## src/design/btr_pkg.sv

```systemverilog
// Constants, field layout and types of the basic 8-bit timer with RTC
package btr_pkg;
  // Register offsets on the core bus
  localparam logic [7:0] MODE_OFS = 8'hd8; // Mode control register
  localparam logic [7:0] COUNT_OFS = 8'hd9; // Count value register
  localparam logic [7:0] IRQCTL_OFS = 8'hda; // Flag and interrupt enable
  localparam logic [7:0] STATUS_OFS = 8'hdb; // Sticky event status
  localparam logic [7:0] MASK_OFS = 8'hdc; // Event interrupt mask
  // Mode register fields
  localparam int RUN_BIT = 7; // Timer run enable
  localparam int RATE_LSB = 4; // Prescale select, low bit
  localparam int RATE_MSB = 6; // Prescale select, high bit
  localparam int RTC_BIT = 0; // RTC source select
  localparam logic [7:0] MODE_USED = 8'hf1; // Implemented mode bits
  // Interrupt control fields
  localparam int FLAG_BIT = 0; // Overflow flag
  localparam int IEN_BIT = 1; // Overflow interrupt enable
  // Event status and mask fields
  localparam int EV_OVF_BIT = 0; // Overflow event
  localparam int EV_WAKE_BIT = 1; // Green mode wake event
  localparam int EV_W = 2; // Number of events
  // Reset values
  localparam logic [7:0] MODE_RST = 8'h00; // Mode register reset
  localparam logic [7:0] COUNT_RST = 8'h00; // Count register reset
  localparam logic [EV_W-1:0] EV_RST = 2'h0; // Status and mask reset
  // Count limits
  localparam logic [7:0] COUNT_FULL = 8'hff; // Full scale before wrap
  localparam logic [7:0] COUNT_ONE = 8'h01; // Count increment
  localparam logic [7:0] PRE_MASK_ALL = 8'hff; // Prescale mask for /256
  localparam logic [7:0] IRQ_VECTOR = 8'h08; // Interrupt vector address
  // Low-speed crystal divider
  localparam int RTC_DIV = 64; // Crystal edges per timer step
  localparam int RTC_DIV_W = 6; // Divider width
  localparam logic [RTC_DIV_W-1:0] RTC_DIV_LAST = 6'h3f; // Last edge
  // System power modes
  typedef enum logic [1:0] {PWR_NORMAL, PWR_SLOW, PWR_GREEN} btr_pwr_e;
endpackage

```

## src/design/btr_tick_if.sv

```systemverilog
// Tick source interface between the timer core and its clock sources
interface btr_tick_if;
  logic run; // Source may run
  logic [2:0] rate; // Prescale select
  logic tick; // One-cycle count enable
  modport src (input run, input rate, output tick);
  modport sink (output run, output rate, input tick);
endinterface

```

## src/design/btr_timer.sv

```systemverilog
// Basic 8-bit timer with prescaler, RTC source, flag and green wake-up
// Operation
// - Enable bit low holds, high advances count
// - Count steps per tick; wrap FF to 00 overflows
// - Overflow sets flag until software writes zero
// - No reload; count continues from zero
// - Enabled flag requests interrupt at vector 8
// - Counts in all modes; green overflow wakes
// - Wake returns to mode before green
// - Rate field picks divide 256 down to 2
// - RTC select low uses prescaled instruction clock
// - RTC select high uses crystal over 64
// - RTC mode ignores rate, full 256 steps
// - Mode register layout, unused bits, zero reset
// - Count register readable, writable, resets zero
module btr_timer (
  input wire logic clk, // Instruction clock, 200 MHz
  input wire logic reset, // Synchronous reset, active high
  input wire logic [7:0] regAddr, // Register address
  input wire logic [7:0] regWdata, // Register write data
  input wire logic regWr, // Write strobe
  input wire logic regRd, // Read strobe
  output logic [7:0] regRdata, // Read data, cycle after strobe
  input wire logic crystalIn, // Low-speed crystal pin level
  input wire logic [1:0] powerMode, // Current system power mode
  output logic irqReq, // Overflow interrupt request
  output logic [7:0] irqVector, // Vector for the request
  output logic wakeUp, // Green mode wake pulse
  output logic [1:0] resumeMode, // Mode to return to on wake
  output logic eventIrq // Masked event status interrupt
);
  // Mode register fields
  logic runEn_q; // Timer run enable
  logic [2:0] rate_q; // Prescale select
  logic rtcSel_q; // RTC source select
  // Count and flags
  logic [7:0] count_q; // Count value
  logic flag_q; // Overflow flag
  logic ien_q; // Overflow interrupt enable
  logic [btr_pkg::EV_W-1:0] status_q; // Sticky events
  logic [btr_pkg::EV_W-1:0] mask_q; // Event mask
  btr_pkg::btr_pwr_e prior_q; // Mode before green
  btr_pkg::btr_pwr_e powerNow; // Current mode as enum
  logic [7:0] rdata_q; // Registered read data
  logic wake_q; // Registered wake pulse
  // Decoded strobes
  logic wrMode; // Write to mode register
  logic wrCount; // Write to count register
  logic wrIrq; // Write to interrupt control
  logic wrMask; // Write to mask
  logic rdStatus; // Read of status
  // Timer steps
  logic countEn; // Count advances this cycle
  logic overflow; // Wrap from full scale
  logic inGreen; // System is in green mode
  logic [btr_pkg::EV_W-1:0] events; // Events this cycle
  logic [7:0] rdMux; // Read data selection

  // Tick sources
  btr_tick_if preBus (); // Prescaler link
  btr_tick_if rtcBus (); // Crystal divider link

  assign powerNow = btr_pkg::btr_pwr_e'(powerMode);
  assign inGreen = powerNow == btr_pkg::PWR_GREEN;

  // Prescaler runs only when selected and enabled
  assign preBus.run = runEn_q & ~rtcSel_q;
  assign preBus.rate = rate_q;
  // Crystal divider runs only in RTC mode
  assign rtcBus.run = runEn_q & rtcSel_q;
  assign rtcBus.rate = 3'h0; // Rate not used in RTC mode

  btr_prescaler uPre (
    .clk(clk),
    .reset(reset),
    .tickPort(preBus)
  );

  btr_rtc_tick uRtc (
    .clk(clk),
    .reset(reset),
    .crystalIn(crystalIn),
    .tickPort(rtcBus)
  );

  // Address decode
  always_comb
  begin
    wrMode = 1'b0;
    wrCount = 1'b0;
    wrIrq = 1'b0;
    wrMask = 1'b0;
    rdStatus = 1'b0;
    if (regAddr == btr_pkg::MODE_OFS)
      wrMode = regWr;
    else if (regAddr == btr_pkg::COUNT_OFS)
      wrCount = regWr;
    else if (regAddr == btr_pkg::IRQCTL_OFS)
      wrIrq = regWr;
    else if (regAddr == btr_pkg::MASK_OFS)
      wrMask = regWr;
    else if (regAddr == btr_pkg::STATUS_OFS)
      rdStatus = regRd;
  end

  // Count enable from the selected source; rate ignored in RTC mode
  assign countEn = runEn_q & (rtcSel_q ? rtcBus.tick : preBus.tick);
  // A software write to the count takes priority over the step
  assign overflow = countEn & ~wrCount & (count_q == btr_pkg::COUNT_FULL);

  // Events for the sticky status
  always_comb
  begin
    events = '0;
    events[btr_pkg::EV_OVF_BIT] = overflow;
    events[btr_pkg::EV_WAKE_BIT] = overflow & inGreen;
  end

  // Mode register
  always_ff @(posedge clk)
  begin
    if (reset)
    begin
      runEn_q <= btr_pkg::MODE_RST[btr_pkg::RUN_BIT];
      rate_q <= btr_pkg::MODE_RST[btr_pkg::RATE_MSB:btr_pkg::RATE_LSB];
      rtcSel_q <= btr_pkg::MODE_RST[btr_pkg::RTC_BIT];
    end
    else if (wrMode)
    begin
      runEn_q <= regWdata[btr_pkg::RUN_BIT];
      rate_q <= regWdata[btr_pkg::RATE_MSB:btr_pkg::RATE_LSB];
      rtcSel_q <= regWdata[btr_pkg::RTC_BIT];
    end
  end

  // Count register: load, step or hold; wrap is plain, no reload
  always_ff @(posedge clk)
  begin
    if (reset)
      count_q <= btr_pkg::COUNT_RST;
    else if (wrCount)
      count_q <= regWdata;
    else if (countEn)
      count_q <= count_q + btr_pkg::COUNT_ONE;
  end

  // Overflow flag: set beats a clear written in the same cycle
  always_ff @(posedge clk)
  begin
    if (reset)
      flag_q <= 1'b0;
    else if (overflow)
      flag_q <= 1'b1;
    else if (wrIrq)
      flag_q <= flag_q & regWdata[btr_pkg::FLAG_BIT];
  end

  // Overflow interrupt enable
  always_ff @(posedge clk)
  begin
    if (reset)
      ien_q <= 1'b0;
    else if (wrIrq)
      ien_q <= regWdata[btr_pkg::IEN_BIT];
  end

  // Request stays up until software drops the flag or the enable
  assign irqReq = flag_q & ien_q;
  assign irqVector = btr_pkg::IRQ_VECTOR;

  // Sticky status, cleared by a read; new events win over the clear
  always_ff @(posedge clk)
  begin
    if (reset)
      status_q <= btr_pkg::EV_RST;
    else
      status_q <= (rdStatus ? btr_pkg::EV_RST : status_q) | events;
  end

  // Event mask
  always_ff @(posedge clk)
  begin
    if (reset)
      mask_q <= btr_pkg::EV_RST;
    else if (wrMask)
      mask_q <= regWdata[btr_pkg::EV_W-1:0];
  end

  assign eventIrq = |(status_q & mask_q);

  // Remember the mode in force before green mode
  always_ff @(posedge clk)
  begin
    if (reset)
      prior_q <= btr_pkg::PWR_NORMAL;
    else if (!inGreen)
      prior_q <= powerNow;
  end

  // Wake pulse on an overflow seen in green mode
  always_ff @(posedge clk)
  begin
    if (reset)
      wake_q <= 1'b0;
    else
      wake_q <= overflow & inGreen;
  end

  assign wakeUp = wake_q;
  assign resumeMode = prior_q;

  // Read data selection; unmapped addresses read zero
  always_comb
  begin
    rdMux = 8'h00;
    if (regAddr == btr_pkg::MODE_OFS)
    begin
      rdMux[btr_pkg::RUN_BIT] = runEn_q;
      rdMux[btr_pkg::RATE_MSB:btr_pkg::RATE_LSB] = rate_q;
      rdMux[btr_pkg::RTC_BIT] = rtcSel_q;
    end
    else if (regAddr == btr_pkg::COUNT_OFS)
      rdMux = count_q;
    else if (regAddr == btr_pkg::IRQCTL_OFS)
    begin
      rdMux[btr_pkg::FLAG_BIT] = flag_q;
      rdMux[btr_pkg::IEN_BIT] = ien_q;
    end
    else if (regAddr == btr_pkg::STATUS_OFS)
      rdMux[btr_pkg::EV_W-1:0] = status_q;
    else if (regAddr == btr_pkg::MASK_OFS)
      rdMux[btr_pkg::EV_W-1:0] = mask_q;
  end

  // Read data registered, valid only in the cycle after the strobe
  always_ff @(posedge clk)
  begin
    if (reset)
      rdata_q <= 8'h00;
    else if (regRd)
      rdata_q <= rdMux;
    else
      rdata_q <= 8'h00;
  end

  assign regRdata = rdata_q;
endmodule

```

## src/design/btr_prescaler.sv

```systemverilog
// Instruction clock prescaler, divide by 256 down to divide by 2
module btr_prescaler (
  input wire logic clk, // Instruction clock
  input wire logic reset, // Synchronous reset, active high
  btr_tick_if.src tickPort // Run, rate and tick
);
  logic [7:0] preCnt_q; // Free divider count
  logic [7:0] preMask; // Low bits that must be all ones
  logic atEnd; // Divider at its last cycle

  // Mask shrinks as the rate field grows
  assign preMask = btr_pkg::PRE_MASK_ALL >> tickPort.rate;
  assign atEnd = (preCnt_q & preMask) == preMask;
  assign tickPort.tick = tickPort.run & atEnd;

  // Divider restarts when stopped so a full period precedes the first tick
  always_ff @(posedge clk)
  begin
    if (reset || !tickPort.run)
      preCnt_q <= 8'h00;
    else
      preCnt_q <= preCnt_q + btr_pkg::COUNT_ONE;
  end
endmodule

```

## src/design/btr_rtc_tick.sv

```systemverilog
// Low-speed crystal sampler and divide by 64 tick generator
module btr_rtc_tick (
  input wire logic clk, // Core clock
  input wire logic reset, // Synchronous reset, active high
  input wire logic crystalIn, // Low-speed crystal level
  btr_tick_if.src tickPort // Run in, tick out
);
  logic sync1_q; // First synchroniser stage
  logic sync2_q; // Second synchroniser stage
  logic sync3_q; // Edge history
  logic [btr_pkg::RTC_DIV_W-1:0] div_q; // Crystal edge count
  logic tick_q; // Registered tick
  logic rise; // Crystal rising edge seen

  assign rise = sync2_q & ~sync3_q;
  assign tickPort.tick = tick_q;

  // Two-flop synchroniser plus edge history
  always_ff @(posedge clk)
  begin
    if (reset)
    begin
      sync1_q <= 1'b0;
      sync2_q <= 1'b0;
      sync3_q <= 1'b0;
    end
    else
    begin
      sync1_q <= crystalIn;
      sync2_q <= sync1_q;
      sync3_q <= sync2_q;
    end
  end

  // Edge divider, cleared while the source is unused
  always_ff @(posedge clk)
  begin
    if (reset || !tickPort.run)
      div_q <= '0;
    else if (rise)
      div_q <= div_q + 6'h01;
  end

  // One pulse per 64 crystal edges
  always_ff @(posedge clk)
  begin
    if (reset)
      tick_q <= 1'b0;
    else
      tick_q <= tickPort.run & rise & (div_q == btr_pkg::RTC_DIV_LAST);
  end
endmodule

```

## config.mk

```make
export PLATFORM = sky130hd
export DESIGN_NAME = btr_timer
export DESIGN_NICKNAME = d
export VERILOG_FILES = /design/src/design/btr_pkg.sv /design/src/design/btr_tick_if.sv /design/src/design/btr_timer.sv /design/src/design/btr_prescaler.sv /design/src/design/btr_rtc_tick.sv
export SDC_FILE = /design/constraint.sdc
export NUM_CORES = 1
export LEC_CHECK = 0
export BUFFER_PORTS_ARGS = -buffer_cell sky130_fd_sc_hd__buf_2
export CORE_MARGIN = 3
export CORE_UTILIZATION = 37
export DETAILED_ROUTE_END_ITERATION = 12
export SLEW_MARGIN = 10
export SYNTH_ARGS = -nofsm -noshare
export SYNTH_HDL_FRONTEND = slang
export SYNTH_SLANG_ARGS = --single-unit
```

## constraint.sdc

```tcl
create_clock -name clk -period 3.9 [get_ports clk]
set_clock_uncertainty 0.2 [all_clocks]
set_input_delay 0.585 -clock clk [delete_from_list [all_inputs] [get_ports clk]]
set_output_delay 0.585 -clock clk [all_outputs]
set_load 0.005 [all_outputs]
```

; After elaboration in Yosys (flattened, before gate mapping)
; Cells that the tools add are included.
[totals]
out_inout_bits = 21
word_cells = 90
in_bits = 23
reg_bits = 48
[classes]
add_sub_neg = 3
shift = 1
n_reduce_logical = 10
n_bitwise = 20
n_eq_ne = 9
muxes = 28
[op_table]
columns = cell, n
row1 = equality test 8 bit (second input constant), 6
row2 = 2-to-1 mux 1 bit, 19
row3 = adder 8 x 1 -> 8 bit (second input constant), 2
row4 = 2-to-1 mux 8 bit, 2
row5 = AND 1 bit, 12
row6 = 2-to-1 mux 2 bit, 5
row7 = AND 8 bit, 1
row8 = equality test 8 bit, 1
row9 = right shift 8 x 3 -> 8 bit (first input constant), 1
row10 = adder 6 x 1 -> 6 bit (second input constant), 1
row11 = equality test 6 bit (second input constant), 1
row12 = 2-to-1 mux 6 bit, 1
row13 = inverter 1 bit, 5
row14 = 2-to-1 mux 4 bit, 1
row15 = nonzero test 2 bit, 2
row16 = OR reduction 2 bit, 2
row17 = OR reduction 4 bit, 1
row18 = OR reduction 3 bit, 1
row19 = AND 2 bit, 1
row20 = equality test 2 bit (second input constant), 1
row21 = logical NOT 1 bit, 2
row22 = logical OR 1 bit, 2
row23 = bitwise OR 2 bit, 1

; Longest topological paths before layout
[depth]
word_depth = 10
mapped_depth = 7
ltp_nobuf = 6

; Cells and area by module
; From an unflattened synthesis, not the netlist that was laid out.
[hier_totals]
cells_unflattened = 242
hier_area_um2 = 2192.1
[by_module_without_submodules]
columns = module, cells_per_inst, instances, area_per_inst_um2
row1 = btr_timer, 159, 1, 1442.6
row2 = btr_rtc_tick, 40, 1, 384.1
row3 = btr_prescaler, 43, 1, 365.4

; Least setup slack after synthesis
; No wires, ideal clock.
[synth_timing]
kind = input -> register
start = input port regAddr[0]
end = register count_q[3]
slack_ns = 1.942
path_stages = 7
arrival_time_ns = 1.672
setup_time_ns = 0.086
path_buffers = 2
path_cell_list = clkbuf_1 -> nor2b_1 -> nand3_1 -> clkbuf_1 -> nand2_1 -> o21ai_0 -> a211oi_1
[synth_between]
elab_chain_cells = 4
elab_cells_between_ends = 6
cone_classes = eq/ne: 2 / mux: 3 / reduce/logical: 1
[synth_rtl]
columns = item, line
row1 = from (decl), btr_timer.sv:19  ; input wire logic [7:0] regAddr,
row2 = equality test 8 bit, btr_timer.sv:96  ; else if (regAddr == btr_pkg::COUNT_OFS)
row3 = 2-to-1 mux 1 bit, btr_timer.sv:96
row4 = 2-to-1 mux 1 bit *, btr_timer.sv:94  ; if (regAddr == btr_pkg::MODE_OFS)
row5 = 2-to-1 mux 8 bit or nonzero test 2 bit (tied branches), n/a
row6 = to (signal assigned), btr_timer.sv:140  ; count_q <= btr_pkg::COUNT_RST;
row7 = to (signal assigned), btr_timer.sv:142  ; count_q <= regWdata;
row8 = to (signal assigned), btr_timer.sv:144  ; count_q <= count_q + btr_pkg::COUNT_ONE;
row9 = to (decl), btr_timer.sv:37  ; logic [7:0] count_q;
; Every way passes the cells marked *; elsewhere a longest branch is shown, timed or not.
; A chain may end at the register's enable or synchronous reset.

; Final worst setup path
[layout_timing]
start = input port regAddr[4]
end = register status_q[1] (netlist bit)
[layout_between]
elab_chain_cells = 8
elab_cells_between_ends = 18
cone_classes = eq/ne: 5 / mux: 8 / bitwise: 5
[layout_rtl]
columns = item, line
row1 = equality test 8 bit (on tied branches), "btr_timer.sv:102, btr_timer.sv:96"
row2 = 2-to-1 mux 1 bit (on tied branches), "btr_timer.sv:102, btr_timer.sv:96"
row3 = 2-to-1 mux 1 bit (on tied branches), "btr_timer.sv:100, btr_timer.sv:94"
row4 = 2-to-1 mux 1 bit or inverter 1 bit (tied branches), "btr_timer.sv:98, btr_timer.sv:109"
row5 = 2-to-1 mux 1 bit or AND 1 bit (tied branches), "btr_timer.sv:96, btr_timer.sv:109"
row6 = 2-to-1 mux 1 bit or AND 1 bit (tied branches), "btr_timer.sv:94, btr_timer.sv:109"
row7 = 2-to-1 mux 2 bit or AND 1 bit (tied branches), "btr_timer.sv:177, btr_timer.sv:116"
row8 = bitwise OR 2 bit *, btr_timer.sv:177  ; status_q <= (rdStatus ? btr_pkg::EV_RST : status_q) | events;
row9 = to (signal assigned), btr_timer.sv:175  ; status_q <= btr_pkg::EV_RST;
row10 = to (signal assigned), btr_timer.sv:177
row11 = to (decl), btr_timer.sv:40  ; logic [btr_pkg::EV_W-1:0] status_q;
; Marked as above.

==> reports/metrics.cfg <==
[place]
dpl_cell_area_um2=2350
dp_slack_ps=1380
placement.io_buffers=35
gp_congestion=0.805
place_inst=326
dp_hpwl_um=3140

[logic_synthesis]
async_flop_share_pct=0
synth-compound-area-share_pct=10.9
synth_area_um2=2150
synth_common_cells=dfxtp_1 (48), nor2_1 (34), mux2i_1 (11), nand2_1 (11), xor2_1 (11)
synth_simple_gate_area_share_pct=23.9
synth_xor_area_share_pct=6.91
syn_inst=229
synth_top_family_by_area=simple AND/OR/NAND/NOR gates
syn_avg_cell_area_um2=9.40
synth_cell_types=43
yosysWarnings=0
yosysMostFrequentCell=dfxtp_1
synth-edff-count=0
ys.flop_type=dfxtp_1
synthTopCellsByArea=dfxtp_1 (45%), nor2_1 (5.9%), mux2i_1 (5.1%)
synth_top_area_share_pct=44.6
synth_largest_area_cell=dfxtp_1
yosysSeqAreaShare_pct=44.6
synthAdderAreaFrac_pct=1.74
muxShareOfSynthArea_pct=6.68
synth_seq_cells=48

[power]
comb_power_share_pct=4.0
power_leakage_nw=0.995
seqPwrFrac_pct=55.5
switching_share_pct=21.7
p_sw_mw=0.192
power.internal_mw=0.696
pwr-share-clk_pct=40.5
power_mw=0.889
vdd_drop_max_v=0.000251
powerDensity_nw_per_um2=361

[sta]
relSlewSlack_pct=66.1
hold_viol_final=0
max_freq_mhz=455
layout_setup_ws_ps=1700
period_minus_slack_ps=2200
rsz0062_at_grt=false
worstMarginPinSlew_ps=504
setup_viol=0
finalHoldWorstSlack_ps=241
fin_tns_setup_ps=0
drv_slew=0
min_period_over_period_pct=56.3

[floorplanning]
die-area_um2=6770
io_pins=44
coreArea_um2=5570
rows=27
die_x_um=82.3
die_h_um=82.3
initial_utilization_pct=38.6

[clock_network]
cts_tree=yes
cts_max_level=2
cts.path.max_buffers=2
path_clk_slew_ps=90
clock_latency_ps=300
cts.sinks=48
postCtsResizedCells=0
cts_setup_buffers=0
holdBufCountCts=0
cts_buffers=5
root_buffer=clkbuf_8

[flow_run]
timing.max_cap.violations=0

[worst_setup_path]
r2r-end=count_q[6]$_SDFFE_PP0P_
worstPathMaxFanout=12
worstRegToRegCells=6
critical_path_required_ps=3920
r2r-start=uPre.preCnt_q[2]$_SDFF_PP0_
critical_path_class=input port to flip-flop
ff2ff_setup_slack_ps=1910
start_kind=input port
cp.arrival_ps=2220
crit_path_end_kind=flip-flop

[global_route]
track_usage_pct=13.6
grt_max_degree=27
antenna_found_initial=0
first_global_vias=1522
grt-ovfl-total=0
grt_first_pass_wirelength_um=7130

[hold_path]
min_from=uRtc.sync1_q$_SDFF_PP0_
hold_depth=1
hold_path_end=uRtc.sync2_q$_SDFF_PP0_
hold_class=flip-flop to flip-flop

[routing]
vias=1653
viasPerCell=4.95
drt_iter0_markers=75
totalWireLength_um=4330
ant_nets=0
drcViolationCount=0
drtPass1Iterations=4
wire_per_inst_um=13.0

[cells_and_area]
finalNonFillerCells=334
register_area_um2=961
area_growth_pct=14.3
fillers=591
finalInstanceArea_um2=2460
multi_input_comb_area_um2=1110
final_util_pct=44.2
drive_gt1_share_pct=21.4
antenna_cells=0
layout.nets=287

[outcome]
outcome=finished, final reports clean

==> flip-flops by register name (all words and copies together) (netlist names), 2 cells and up <==
name and flops:
count_q 8, mask_q 2, preBus.rate 3, regRdata 8, resumeMode 2, status_q 2
uPre.preCnt_q 8, uRtc.div_q 6
==> worst max-delay path: stages <==
cell,delay (ps)
buf_2,90
nor2b_1,130
and4bb_2,280
nand3_1,380
nor3b_1,340
nand3b_1,170
o31ai_1,240
==> power groups by stage <==
stage	Sequential (mW)	Clock, mW	Combinational [mW]
2_1_floorplan	0.505	0	0.0225
3_3_place_gp	0.505	0	0.0346
3_5_place_dp	0.505	0	0.0352
4_1_cts	0.493	0.371	0.0352
5_1_grt	0.494	0.394	0.0398
6_report	0.493	0.360	0.0352
==> cell families after synthesis <==
logic type	Yosys count
other cells	2
compound gates	31
xor+xnor	17
flops	48
mux	13
fa+ha+maj	3
simple gates	95
buf+inv	20
==> placed cells by master (no fill, tap or decap), types with 2 or more instances in the layout <==
master    count
xor2_1       11
mux2i_1      11
inv_1         4
a31oi_1       4
a21oi_1       4
a211oi_1      4
o21ai_0       4
buf_2        35
nand4_1       6
a22oi_1       2
and2_1        3
nor3b_2       3
conb_1        8
a22o_1        8
nand2_1      11
nor3_1        4
and3_1        5
nor2_1       34
dfxtp_1      48
nand2b_1      3
ha_1          3
nor2b_1       7
nand3_1       7
nand3b_1      3
xnor2_1       6
clkbuf_8      5
==> worst max-delay path by stage <==
stage               startpoint                       to  slack, ps
floorplan           regAddr[0]  count_q[3]$_SDFFE_PP0P_       1940
global placement    regAddr[4]   status_q[1]$_SDFF_PP0_       1510
detailed placement  regAddr[4]   status_q[1]$_SDFF_PP0_       1380
CTS                 regAddr[4]   status_q[1]$_SDFF_PP0_       1720
global route        regAddr[4]   status_q[1]$_SDFF_PP0_       1570
finish              regAddr[4]   status_q[1]$_SDFF_PP0_       1700
==> metal layers <==
layer / global-route usage, % / wire length, µm / vias to the layer above
met5: 0 / 0 / -
met1: 18.2 / 2080 / 780
met3: 3.04 / 169 / 7
met4: 5.48 / 69 / 0
li1: - / - / 836
met2: 21.3 / 2010 / 30
==> area by class of cell <==
class	instances	share of cell area [%]
Multi-Input combinational cell	167	45.0
Inverter	4	0.610
Tap cell	72	3.66
Clock inverter	3	1.73
Sequential cell	48	39.0
Clock buffer	5	2.80
Timing Repair Buffer	35	7.12
Power figures use the tool's default switching activity.
